File: config.mk
export PLATFORM = sky130hd
export DESIGN_NAME = mht_timing_regs
export DESIGN_NICKNAME = d
export VERILOG_FILES = /design/src/mht_pkg.sv /design/src/mht_timing_regs.sv
export SDC_FILE = /design/constraint.sdc
export NUM_CORES = 2
export LEC_CHECK = 0
export BUFFER_PORTS_ARGS = -buffer_cell sky130_fd_sc_hd__buf_2
export CORE_ASPECT_RATIO = 1.4
export CORE_MARGIN = 8
export CORE_UTILIZATION = 45
export DETAILED_ROUTE_END_ITERATION = 10
export HOLD_SLACK_MARGIN = 0.08
export PLACE_DENSITY_LB_ADDON = 0.1
export SLEW_MARGIN = 20
export SYNTH_ARGS = -nofsm -noshare
export SYNTH_HDL_FRONTEND = slang
export SYNTH_SLANG_ARGS = --single-unit
File: constraint.sdc
create_clock -name i_core_clk -period 7.3 [get_ports i_core_clk]
set_clock_uncertainty 0.05 [all_clocks]
set_input_delay 1.46 -clock i_core_clk [delete_from_list [all_inputs] [get_ports i_core_clk]]
set_output_delay 1.46 -clock i_core_clk [all_outputs]
set_load 0.02 [all_outputs]
File: src/mht_pkg.sv
// constants, register map and state layout for the modem handshake timing bank
//
// Function
// Busy tone valid only when on and off periods lie strictly within target plus/minus delta.
// Ringback valid only when on and off periods lie strictly within window, 53.333 ms units.
// Dial tone reported only after staying valid for dial_tone_time times 10 ms.
// Answer tone lasts answer_tone_secs seconds, or answer_tone_short units when seconds are zero.
// Data transmit starts answer_to_tx_delay units after the answer tone ends.
// Unscrambled ones count as detected after persisting unscr_ones_len units.
// Scrambled ones transmit starts scr_ones_delay times 53.3 ms after unscrambled ones detected.
// Scrambled ones are transmitted for scr_ones_len units.
// Data connection delayed by low count units plus high count times 256 units.
// Unscrambled S1 pattern is sent for s1_pattern_len units.
// 1200 bps scrambled ones sent at least v22bis_1200_ones_len times 53.3 ms.
// 2400 bps scrambled ones sent at least low plus high times 256 units.
// Intrusion algorithm suspended from dialing start for intrusion_suspend times 500 ms, mode 10.
// 2400 bps scrambled ones detected after persisting rx_scr_ones_2400 units.
// Direct turnaround needs carrier for at least turnaround_carrier_len units.
// Direct turnaround search lasts 426.66 ms plus turnaround_timeout units.
// Reverse turnaround search begins after carrier lost for slave_loss_len units.
// Each reverse turnaround carrier search limited to reverse_carrier_timeout units.
// FSK connection delayed by low count units plus high count times 256 units.
// Answer tone recognised after persisting rx_answer_tone_len units.
// Overcurrent sampled overcurrent_check_delay units after going off-hook.
// In alarm modes, echo k when kissoff tone lasts longer than kissoff_len times 10 ms.
// Each timing register is an 8-bit host read/write count with a reset value.
package mht_pkg;

  // ----------------------------------------------------------------------
  // time base: one tick is 5/3 ms
  // ----------------------------------------------------------------------
  localparam int CLK_MHZ = 40;
  localparam int BASE_NUM_US = 5000;
  localparam int BASE_DEN = 3;
  // least tick length, rounded up to whole cycles
  localparam int TICK_CYCLES_DEF = (BASE_NUM_US * CLK_MHZ + BASE_DEN - 1) / BASE_DEN;
  localparam int TICK_W = 17;
  localparam int CNT_W = 18;
  localparam int PER_W = 16;
  localparam int TIME_10MS_US = 10000;
  localparam int TIME_500MS_US = 500000;
  localparam int TIME_1S_US = 1000000;
  localparam int U_10MS = TIME_10MS_US * BASE_DEN / BASE_NUM_US;
  localparam int U_500MS = TIME_500MS_US * BASE_DEN / BASE_NUM_US;
  localparam int U_1S = TIME_1S_US * BASE_DEN / BASE_NUM_US;
  localparam int U_53MS = 32;      // 53.333 ms in ticks
  localparam int U_HIGH = 256;     // weight of a high count byte
  localparam int U_TURN_MIN = 256; // 426.66 ms in ticks

  // ----------------------------------------------------------------------
  // register map
  // ----------------------------------------------------------------------
  localparam logic [7:0] REG_BASE = 8'h16;
  localparam logic [7:0] REG_LAST = 8'h36;
  localparam int NREG = 33;
  localparam logic [7:0] A_BUSY_ON = 8'h16;
  localparam logic [7:0] A_BUSY_OFF = 8'h17;
  localparam logic [7:0] A_BUSY_DELTA = 8'h18;
  localparam logic [7:0] A_RB_ON = 8'h19;
  localparam logic [7:0] A_RB_OFF = 8'h1A;
  localparam logic [7:0] A_RB_DELTA = 8'h1B;
  localparam logic [7:0] A_DIAL_TIME = 8'h1C;
  localparam logic [7:0] A_ANS_SECS = 8'h1E;
  localparam logic [7:0] A_ANS_TX_DLY = 8'h1F;
  localparam logic [7:0] A_UNSCR_LEN = 8'h20;
  localparam logic [7:0] A_SCR_DLY = 8'h21;
  localparam logic [7:0] A_SCR_LEN = 8'h22;
  localparam logic [7:0] A_DATA_LO = 8'h23;
  localparam logic [7:0] A_DATA_HI = 8'h24;
  localparam logic [7:0] A_S1_LEN = 8'h25;
  localparam logic [7:0] A_ONES1200 = 8'h26;
  localparam logic [7:0] A_ONES2400_LO = 8'h27;
  localparam logic [7:0] A_ONES2400_HI = 8'h28;
  localparam logic [7:0] A_INTR_SUSP = 8'h29;
  localparam logic [7:0] A_RX_SCR2400 = 8'h2A;
  localparam logic [7:0] A_TURN_CAR = 8'h2B;
  localparam logic [7:0] A_TURN_TO = 8'h2C;
  localparam logic [7:0] A_SLAVE_LOSS = 8'h2D;
  localparam logic [7:0] A_REV_TO = 8'h2E;
  localparam logic [7:0] A_FSK_LO = 8'h2F;
  localparam logic [7:0] A_FSK_HI = 8'h30;
  localparam logic [7:0] A_RX_ANS = 8'h31;
  localparam logic [7:0] A_OVC_DLY = 8'h32;
  localparam logic [7:0] A_ANS_SHORT = 8'h34;
  localparam logic [7:0] A_RX_SCR1200 = 8'h35;
  localparam logic [7:0] A_KISS_LEN = 8'h36;
  // holes at 0x1D and 0x33 are unmapped
  localparam logic [NREG-1:0] REG_VALID = 33'h1_DFFF_FF7F;
  // reset values, entry 0 is address 0x16
  localparam logic [NREG-1:0][7:0] REG_RST = {
    8'h30, 8'hA2, 8'h5A, 8'h00, 8'h0C, 8'h3C, 8'h00, 8'h3C, 8'hF0, 8'h0C, 8'h08,
    8'h18, 8'hD2, 8'h00, 8'h08, 8'h78, {9{8'h0A}}, 8'h00, {5{8'h0A}}, 8'h32, 8'h32};
  localparam logic [1:0] IB_SUSPEND = 2'b10;

  // ----------------------------------------------------------------------
  // channels: persistence qualifiers and one-shot intervals
  // ----------------------------------------------------------------------
  localparam int NQ = 8;
  localparam int Q_DIAL = 0;
  localparam int Q_UNSCR = 1;
  localparam int Q_SCR2400 = 2;
  localparam int Q_TURN = 3;
  localparam int Q_LOSS = 4;
  localparam int Q_ANS = 5;
  localparam int Q_KISS = 6;
  localparam int Q_SCR1200 = 7;
  localparam int NR = 13;
  localparam int R_ANS_TONE = 0;
  localparam int R_ANS_TX = 1;
  localparam int R_SCR_DLY = 2;
  localparam int R_SCR_TX = 3;
  localparam int R_DATA_DLY = 4;
  localparam int R_S1 = 5;
  localparam int R_ONES1200 = 6;
  localparam int R_ONES2400 = 7;
  localparam int R_INTR = 8;
  localparam int R_TURN = 9;
  localparam int R_REV = 10;
  localparam int R_FSK = 11;
  localparam int R_OVC = 12;

  // whole state of the bank
  typedef struct packed {
    logic [NREG-1:0][7:0] regs;
    logic [7:0] rdata;
    logic [TICK_W-1:0] pre;
    logic tick;
    logic [NQ-1:0][CNT_W-1:0] qcnt;
    logic [NQ-1:0] qdet;
    logic [NR-1:0][CNT_W-1:0] rcnt;
    logic [NR-1:0] ract;
    logic [NR-1:0] rdone;
    logic [1:0] cad_lvl;
    logic [1:0][PER_W-1:0] cad_cnt;
    logic [1:0] cad_onok;
    logic [1:0] cad_det;
    logic kiss_echo;
  } mht_state_t;

endpackage : mht_pkg

File: src/mht_timing_regs.sv
// handshake timing register bank with the timers that consume it
`timescale 1ns/10ps
module mht_timing_regs
  import mht_pkg::*;
#(
  parameter int TICK_CYCLES = TICK_CYCLES_DEF
)
(
  // clock and reset
  input wire logic i_core_clk,
  input wire logic i_sys_rst,
  // register port
  input wire logic [7:0] i_reg_addr,
  input wire logic [7:0] i_reg_wdata,
  input wire logic i_reg_wr,
  input wire logic i_reg_rd,
  output logic [7:0] o_reg_rdata,
  // mode inputs
  input wire logic [1:0] i_intrusion_block_mode,
  input wire logic i_alarm_mode,
  // cadence detectors
  input wire logic i_busy_tone,
  input wire logic i_ringback_tone,
  output logic o_busy_det,
  output logic o_ringback_det,
  // persistence qualifiers
  input wire logic [NQ-1:0] i_qual_level,
  output logic [NQ-1:0] o_qual_det,
  output logic o_kissoff_echo,
  // interval timers
  input wire logic [NR-1:0] i_run_start,
  output logic [NR-1:0] o_run_active,
  output logic [NR-1:0] o_run_done
);

  // ----------------------------------------------------------------------
  // helpers
  // ----------------------------------------------------------------------
  localparam logic [TICK_W-1:0] TICK_LAST = TICK_W'(TICK_CYCLES - 1);

  mht_state_t s_q;
  mht_state_t s_d;
  logic [7:0] bus_off;
  logic bus_hit;
  logic [NQ-1:0][CNT_W-1:0] qlim;
  logic [NR-1:0][CNT_W-1:0] rdur;
  logic [NR-1:0] rstart;

  // register value by address
  function automatic logic [7:0] rv(input mht_state_t s, input logic [7:0] a);
    logic [7:0] off;
    off = a - REG_BASE;
    return s.regs[off[5:0]];
  endfunction : rv

  // count scaled to ticks
  function automatic logic [CNT_W-1:0] scl(input logic [7:0] v, input int unsigned u);
    return CNT_W'(v) * CNT_W'(u);
  endfunction : scl

  // address decode, holes and out-of-range addresses are unmapped
  assign bus_off = i_reg_addr - REG_BASE;
  assign bus_hit = (i_reg_addr >= REG_BASE) && (i_reg_addr <= REG_LAST)
                   && REG_VALID[bus_off[5:0]];

  // ----------------------------------------------------------------------
  // limits and durations in ticks
  // ----------------------------------------------------------------------
  always_comb
  begin
    qlim[Q_DIAL] = scl(rv(s_q, A_DIAL_TIME), U_10MS);
    qlim[Q_UNSCR] = scl(rv(s_q, A_UNSCR_LEN), 1);
    qlim[Q_SCR2400] = scl(rv(s_q, A_RX_SCR2400), 1);
    qlim[Q_TURN] = scl(rv(s_q, A_TURN_CAR), 1);
    qlim[Q_LOSS] = scl(rv(s_q, A_SLAVE_LOSS), 1);
    qlim[Q_ANS] = scl(rv(s_q, A_RX_ANS), 1);
    qlim[Q_KISS] = scl(rv(s_q, A_KISS_LEN), U_10MS);
    qlim[Q_SCR1200] = scl(rv(s_q, A_RX_SCR1200), 1);
    // zero seconds falls back to the short length
    if (rv(s_q, A_ANS_SECS) != 8'h00)
      rdur[R_ANS_TONE] = scl(rv(s_q, A_ANS_SECS), U_1S);
    else
      rdur[R_ANS_TONE] = scl(rv(s_q, A_ANS_SHORT), 1);
    rdur[R_ANS_TX] = scl(rv(s_q, A_ANS_TX_DLY), 1);
    rdur[R_SCR_DLY] = scl(rv(s_q, A_SCR_DLY), U_53MS);
    rdur[R_SCR_TX] = scl(rv(s_q, A_SCR_LEN), 1);
    rdur[R_DATA_DLY] = scl(rv(s_q, A_DATA_LO), 1)
                       + scl(rv(s_q, A_DATA_HI), U_HIGH);
    rdur[R_S1] = scl(rv(s_q, A_S1_LEN), 1);
    rdur[R_ONES1200] = scl(rv(s_q, A_ONES1200), U_53MS);
    rdur[R_ONES2400] = scl(rv(s_q, A_ONES2400_LO), 1)
                       + scl(rv(s_q, A_ONES2400_HI), U_HIGH);
    rdur[R_INTR] = scl(rv(s_q, A_INTR_SUSP), U_500MS);
    rdur[R_TURN] = CNT_W'(U_TURN_MIN) + scl(rv(s_q, A_TURN_TO), 1);
    rdur[R_REV] = scl(rv(s_q, A_REV_TO), 1);
    rdur[R_FSK] = scl(rv(s_q, A_FSK_LO), 1)
                  + scl(rv(s_q, A_FSK_HI), U_HIGH);
    rdur[R_OVC] = scl(rv(s_q, A_OVC_DLY), 1);
  end

  // ----------------------------------------------------------------------
  // next state
  // ----------------------------------------------------------------------
  always_comb
  begin
    logic [7:0] on_t;
    logic [7:0] off_t;
    logic [7:0] dl_t;
    logic [PER_W-1:0] unit;
    logic [PER_W-1:0] per;
    logic lvl;
    logic ok;
    on_t = 8'h00;
    off_t = 8'h00;
    dl_t = 8'h00;
    unit = '0;
    per = '0;
    lvl = 1'b0;
    ok = 1'b0;
    s_d = s_q;
    rstart = i_run_start;

    // register port: read data stand for one cycle only
    s_d.rdata = 8'h00;
    if (i_reg_rd && bus_hit)
      s_d.rdata = s_q.regs[bus_off[5:0]];
    if (i_reg_wr && bus_hit)
      s_d.regs[bus_off[5:0]] = i_reg_wdata;

    // prescaler, one tick every 5/3 ms; all times share it
    s_d.tick = 1'b0;
    if (s_q.pre == TICK_LAST)
    begin
      s_d.pre = '0;
      s_d.tick = 1'b1;
    end
    else
      s_d.pre = TICK_W'(s_q.pre + 1'b1);

    // persistence: the level must hold without a gap, any drop restarts
    for (int q = 0; q < NQ; q++)
    begin
      if (!i_qual_level[q])
      begin
        s_d.qcnt[q] = '0;
        s_d.qdet[q] = 1'b0;
      end
      else
      begin
        if (s_q.tick && (s_q.qcnt[q] != '1))
          s_d.qcnt[q] = CNT_W'(s_q.qcnt[q] + 1'b1);
        // kissoff must last strictly longer than its limit
        if (q == Q_KISS)
          s_d.qdet[q] = s_d.qcnt[q] > qlim[q];
        else
          s_d.qdet[q] = s_d.qcnt[q] >= qlim[q];
      end
    end
    s_d.kiss_echo = i_alarm_mode && s_d.qdet[Q_KISS] && !s_q.qdet[Q_KISS];

    // handshake chaining: answer tone end starts tx delay, unscrambled ones detect starts scr delay, whose end starts scr tx
    rstart[R_ANS_TX] = i_run_start[R_ANS_TX] | s_q.rdone[R_ANS_TONE];
    rstart[R_SCR_DLY] = i_run_start[R_SCR_DLY]
                        | (s_d.qdet[Q_UNSCR] & ~s_q.qdet[Q_UNSCR]);
    rstart[R_SCR_TX] = i_run_start[R_SCR_TX] | s_q.rdone[R_SCR_DLY];
    // suspension only in the mode that asks for it
    rstart[R_INTR] = i_run_start[R_INTR]
                     && (i_intrusion_block_mode == IB_SUSPEND);

    // interval timers: load on start, count down on ticks; restart reloads
    for (int r = 0; r < NR; r++)
    begin
      s_d.rdone[r] = 1'b0;
      if (rstart[r])
      begin
        s_d.rcnt[r] = rdur[r];
        s_d.rdone[r] = (rdur[r] == '0);
      end
      else if (s_q.tick && (s_q.rcnt[r] != '0))
      begin
        s_d.rcnt[r] = CNT_W'(s_q.rcnt[r] - 1'b1);
        s_d.rdone[r] = (s_q.rcnt[r] == CNT_W'(1));
      end
      s_d.ract[r] = (s_d.rcnt[r] != '0);
    end

    // cadence: each edge closes a period and judges it against its window
    for (int c = 0; c < 2; c++)
    begin
      if (c == 0)
      begin
        lvl = i_busy_tone;
        on_t = rv(s_q, A_BUSY_ON);
        off_t = rv(s_q, A_BUSY_OFF);
        dl_t = rv(s_q, A_BUSY_DELTA);
        unit = PER_W'(U_10MS);
      end
      else
      begin
        lvl = i_ringback_tone;
        on_t = rv(s_q, A_RB_ON);
        off_t = rv(s_q, A_RB_OFF);
        dl_t = rv(s_q, A_RB_DELTA);
        unit = PER_W'(U_53MS);
      end
      per = s_q.cad_cnt[c];
      s_d.cad_lvl[c] = lvl;
      if (lvl != s_q.cad_lvl[c])
      begin
        s_d.cad_cnt[c] = '0;
        if (!lvl)
        begin
          // on period ended, both bounds strict
          ok = ((on_t <= dl_t) || (per > PER_W'(on_t - dl_t) * unit))
               && (per < (PER_W'(on_t) + PER_W'(dl_t)) * unit);
          s_d.cad_onok[c] = ok;
          if (!ok)
            s_d.cad_det[c] = 1'b0;
        end
        else
        begin
          // off period ended, a full good cycle confirms the tone
          ok = ((off_t <= dl_t) || (per > PER_W'(off_t - dl_t) * unit))
               && (per < (PER_W'(off_t) + PER_W'(dl_t)) * unit);
          s_d.cad_det[c] = s_q.cad_onok[c] && ok;
          s_d.cad_onok[c] = 1'b0;
        end
      end
      else if (s_q.tick && (s_q.cad_cnt[c] != '1))
        s_d.cad_cnt[c] = PER_W'(s_q.cad_cnt[c] + 1'b1);
    end
  end

  // ----------------------------------------------------------------------
  // state register
  // ----------------------------------------------------------------------
  always_ff @(posedge i_core_clk)
  begin
    if (i_sys_rst)
    begin
      s_q <= '0;
      s_q.regs <= REG_RST;
    end
    else
      s_q <= s_d;
  end

  // outputs straight from the state flops
  assign o_reg_rdata = s_q.rdata;
  assign o_busy_det = s_q.cad_det[0];
  assign o_ringback_det = s_q.cad_det[1];
  assign o_qual_det = s_q.qdet;
  assign o_kissoff_echo = s_q.kiss_echo;
  assign o_run_active = s_q.ract;
  assign o_run_done = s_q.rdone;
endmodule : mht_timing_regs

==> run summary <==
===============================================================================
Final hold violations ............................................            0
IO Pins ..........................................................           91
Final TNS setup ..................................................         0 ps
Area of the die ..................................................   0.117 mm^2
Max Clock Freq ...................................................      198 MHz
Cells along the critical path .................................... nand3_1, or3_1, o31ai_1, nor2b_1, nand3_1, xnor2_1, ha_1, and4_1, a41o_1, a21oi_1, o21a_1, o2111a_1, a311o_1, nand2_1, a2111oi_0
Standard-cell rows ...............................................          141
Number of nets still failing antenna checks after routing ........            0
Clock sink count .................................................          741
MaxCap Viol Count ................................................            0
Setup repair after global routing missed its margin ..............           no
Synth unique cells ...............................................           90
CTS tree .........................................................        built
Non-Filler Cell Area, Final ......................................  0.0518 mm^2
Initial drt markers ..............................................         1956
Bufs on Longest Clock Path .......................................            3
Min-Delay Path Class .............................................   reg -> reg
Htree depth ......................................................            3
Worst VDD drop ...................................................   0.000167 V
Hold buffer count at CTS .........................................            0
Synth Area per Inst ..............................................    8.39 um^2
Via count of the first global-routing pass .......................        38800
Worst-skew pair later-pin latency ................................       680 ps
Longest individual stage delay on the worst path .................       730 ps
Period utilisation layout ........................................        69.2%
Residual DRC .....................................................            0
Reg-to-Reg Start .................................................     s_q[337]
WHS Path Cells ...................................................            2
Overall via count from detail_route ..............................        40200
Power Dens Cells .................................................  177 mW/mm^2
Largest net degree at the start of global routing ................           64
Post-placement cell area .........................................  0.0489 mm^2
Last weighted congestion value of the routability-driven placer ..        0.874
Syn Inst Count ...................................................         5682
Area delta synth->final ..........................................        8.75%
Rel. slew slack ..................................................        19.4%
Leakage power of the design ......................................      21.8 nW
Buffer type at the clock tree root ...............................    clkbuf_16
Post-synthesis net count .........................................         6148
Initial standard-cell utilization of the core ....................        45.3%
Placeable core area ..............................................   0.105 mm^2
Fraction of layout cells with a size suffix above 1 ..............        7.34%
Status ...........................................................    completed
Vias/cell ........................................................         5.71
Cell type with the highest occurrence count on the critical path .      nand3_1
YS warnings ......................................................            0
Final setup violation count ......................................            0
Share of synthesized area occupied by flip-flops and latches .....        31.1%
Launching instance or port of the critical path ..................     s_q[337]
Total congestion overflow ........................................            0
Setup crit start kind ............................................         flop
Router iterations before antenna repair ..........................            5
Detail Placement HPWL ............................................      97.9 mm
Number of setup buffers added after CTS ..........................            0
Share of the core filled with cells ..............................        49.2%
Initial antenna violation count ..................................           15
Crit path kind ...................................................   reg -> reg
Detailed Route WL ................................................       135 mm
Slowest-stage cell, CP ...........................................      o31ai_1
FF-to-FF path depth ..............................................           15
Final critical-path required period ..............................      5050 ps
Post-detailed-route wirelength per cell ..........................      19.1 um
Leading cell type in the layout, fill and taps excluded ..........       nor2_1
Worst hold start .................................................       s_q[4]
Endpoint arrival time on the critical path .......................      5550 ps
Dominant synthesized flop cell ...................................      dfxtp_1
Number of enable-type register cells in the synthesized netlist ..            0
Die outline width ................................................       291 um
Chip Height ......................................................       401 um
Nets@finish ......................................................         6067
Fraction of registers with async set or reset after synthesis ....           0%
Slew at the pin with the worst max-slew slack ....................      1210 ps
TritonCTS Buffers ................................................           81
Area of the mapped netlist .......................................  0.0477 mm^2
Post-synthesis register bit count ................................          741
CTS resizes ......................................................            0
Required time worst endpoint .....................................      7800 ps
Highest net fanout along the worst path ..........................           10
Commonest cells after routing, fill and taps aside ............... nor2_1, dfxtp_1, ha_1
GRT Resource Usage Total .........................................        22.2%
Final Max Tran Viols .............................................            0
Count of input and output buffers ................................           90
Clock-pin slew on the worst setup and hold paths .................        60 ps
Type of destination of the critical path .........................         flop
Wire length of the first global-routing pass .....................       213 mm
Layout fillers ...................................................        10200
===============================================================================
## area by class of cell
type / instances / area (um^2) / share of cell area [%]
clock buffer: 108 / 2320 / 4.48
timing repair buffer: 122 / 706 / 1.36
multi-input combinational: 4365 / 30500 / 58.9
tap: 1358 / 1700 / 3.28
clock inverter: 43 / 624 / 1.20
sequential: 741 / 14800 / 28.6
inverter: 290 / 1090 / 2.11
antenna: 8 / 20.0 / 0.0386
## critical path, delay by kind of cell (launching register included)
kind,cells,cell delay [ps]
AOI/OAI and AO/OA,7,2350
xor gates and xnor gates,1,150
adders and majority gates,1,270
DFF,1,520
and+or+nand+nor,6,1580
## flip-flops by register name, summed over array words and instances, names as in the netlist
name            flops
s_q               696
o_run_active       13
o_run_done         13
o_qual_det          8
o_reg_rdata         8
o_busy_det          1
o_kissoff_echo      1
o_ringback_det      1
## final timing paths
kind,end,slack (ps)
worst min register to register,s_q[4],400
worst min-delay path,s_q[4],400
worst max-delay path,s_q[102],2250
worst max register to register,s_q[102],2250
## routing by layer
| metal | vias to the layer above | GRT usage (%) | part of all wire, % |
|---|---|---|---|
| li1 | 20000 | - | - |
| met1 | 19200 | 26.3 | 42 |
| met2 | 804 | 40.3 | 50 |
| met3 | 257 | 3.00 | 4.0 |
| met4 | 10 | 8.61 | 3.7 |
| met5 | - | 0 | 0.051 |
## synth_stat cells (10+ instances only)
library cell | number | area share (%)
clkbuf_1 | 207 | 1.6
nand3b_1 | 16 | 0.25
o2111ai_1 | 10 | 0.18
nand4_1 | 97 | 1.3
and3_1 | 60 | 0.79
nand2_1 | 353 | 2.8
nor2b_1 | 115 | 1.5
o31ai_1 | 24 | 0.38
ha_1 | 392 | 10
o31a_1 | 18 | 0.33
and2_1 | 52 | 0.68
xor2_1 | 176 | 3.2
o21ai_0 | 187 | 2.0
o41ai_1 | 10 | 0.18
mux2i_1 | 200 | 4.2
o21bai_1 | 42 | 0.66
nand3_1 | 208 | 2.2
or2_2 | 23 | 0.30
nand2b_1 | 50 | 0.66
buf_1 | 27 | 0.21
a2111oi_0 | 16 | 0.29
nor4b_1 | 21 | 0.39
nor3_1 | 191 | 2.0
nor2_1 | 756 | 6.0
mux2_2 | 14 | 0.33
and4_1 | 31 | 0.57
xnor2_1 | 276 | 5.1
fa_1 | 28 | 1.2
nor3b_1 | 22 | 0.35
buf_4 | 42 | 0.66
o211ai_1 | 24 | 0.38
a31oi_1 | 43 | 0.56
or4_1 | 29 | 0.46
mux4_2 | 74 | 3.5
or3_1 | 60 | 0.79
o21a_1 | 47 | 0.74
nor4_1 | 97 | 1.3
a41oi_1 | 19 | 0.35
a211oi_1 | 36 | 0.57
a21o_1 | 56 | 0.88
a21oi_1 | 340 | 3.6
dfxtp_1 | 741 | 31
inv_1 | 288 | 2.3
## where the power goes
part / leakage, nW / internal [mW] / switching (mW) / total [mW]
clock network: 1.44 / 2.72 / 1.82 / 4.53
logic: 14.4 / 0.161 / 0.364 / 0.524
registers: 5.99 / 4.08 / 0.0324 / 4.11
## logic make-up (layout without fill, tap and decap cells)
kind of cell	count (synthesis)	in the layout	synth area share [%]
adder cells (fa/ha/maj)	420	420	11.5
AND/OR/NAND/NOR	2224	2224	23.1
multiplexers	288	288	8.03
AO/OA/AOI/OAI	981	981	13.1
XOR/XNOR	452	452	8.31
buffers and inverters	576	563	4.92
flip-flops	741	741	31.1
other	0	8	0
## stage by stage
step / instances / total power [mW] / hold slack [ps] / setup WS (ps)
floorplan: 5682 / 4.57 / 374 / 2420
global placement: 6876 / 4.72 / 390 / 1910
detailed placement: 6876 / 4.72 / 396 / 1840
CTS: 7027 / 9.28 / 404 / 2230
global route: 7030 / 9.49 / 428 / 1800
finish: 7035 / 9.17 / 402 / 2250
Power figures use the tool's default switching activity.
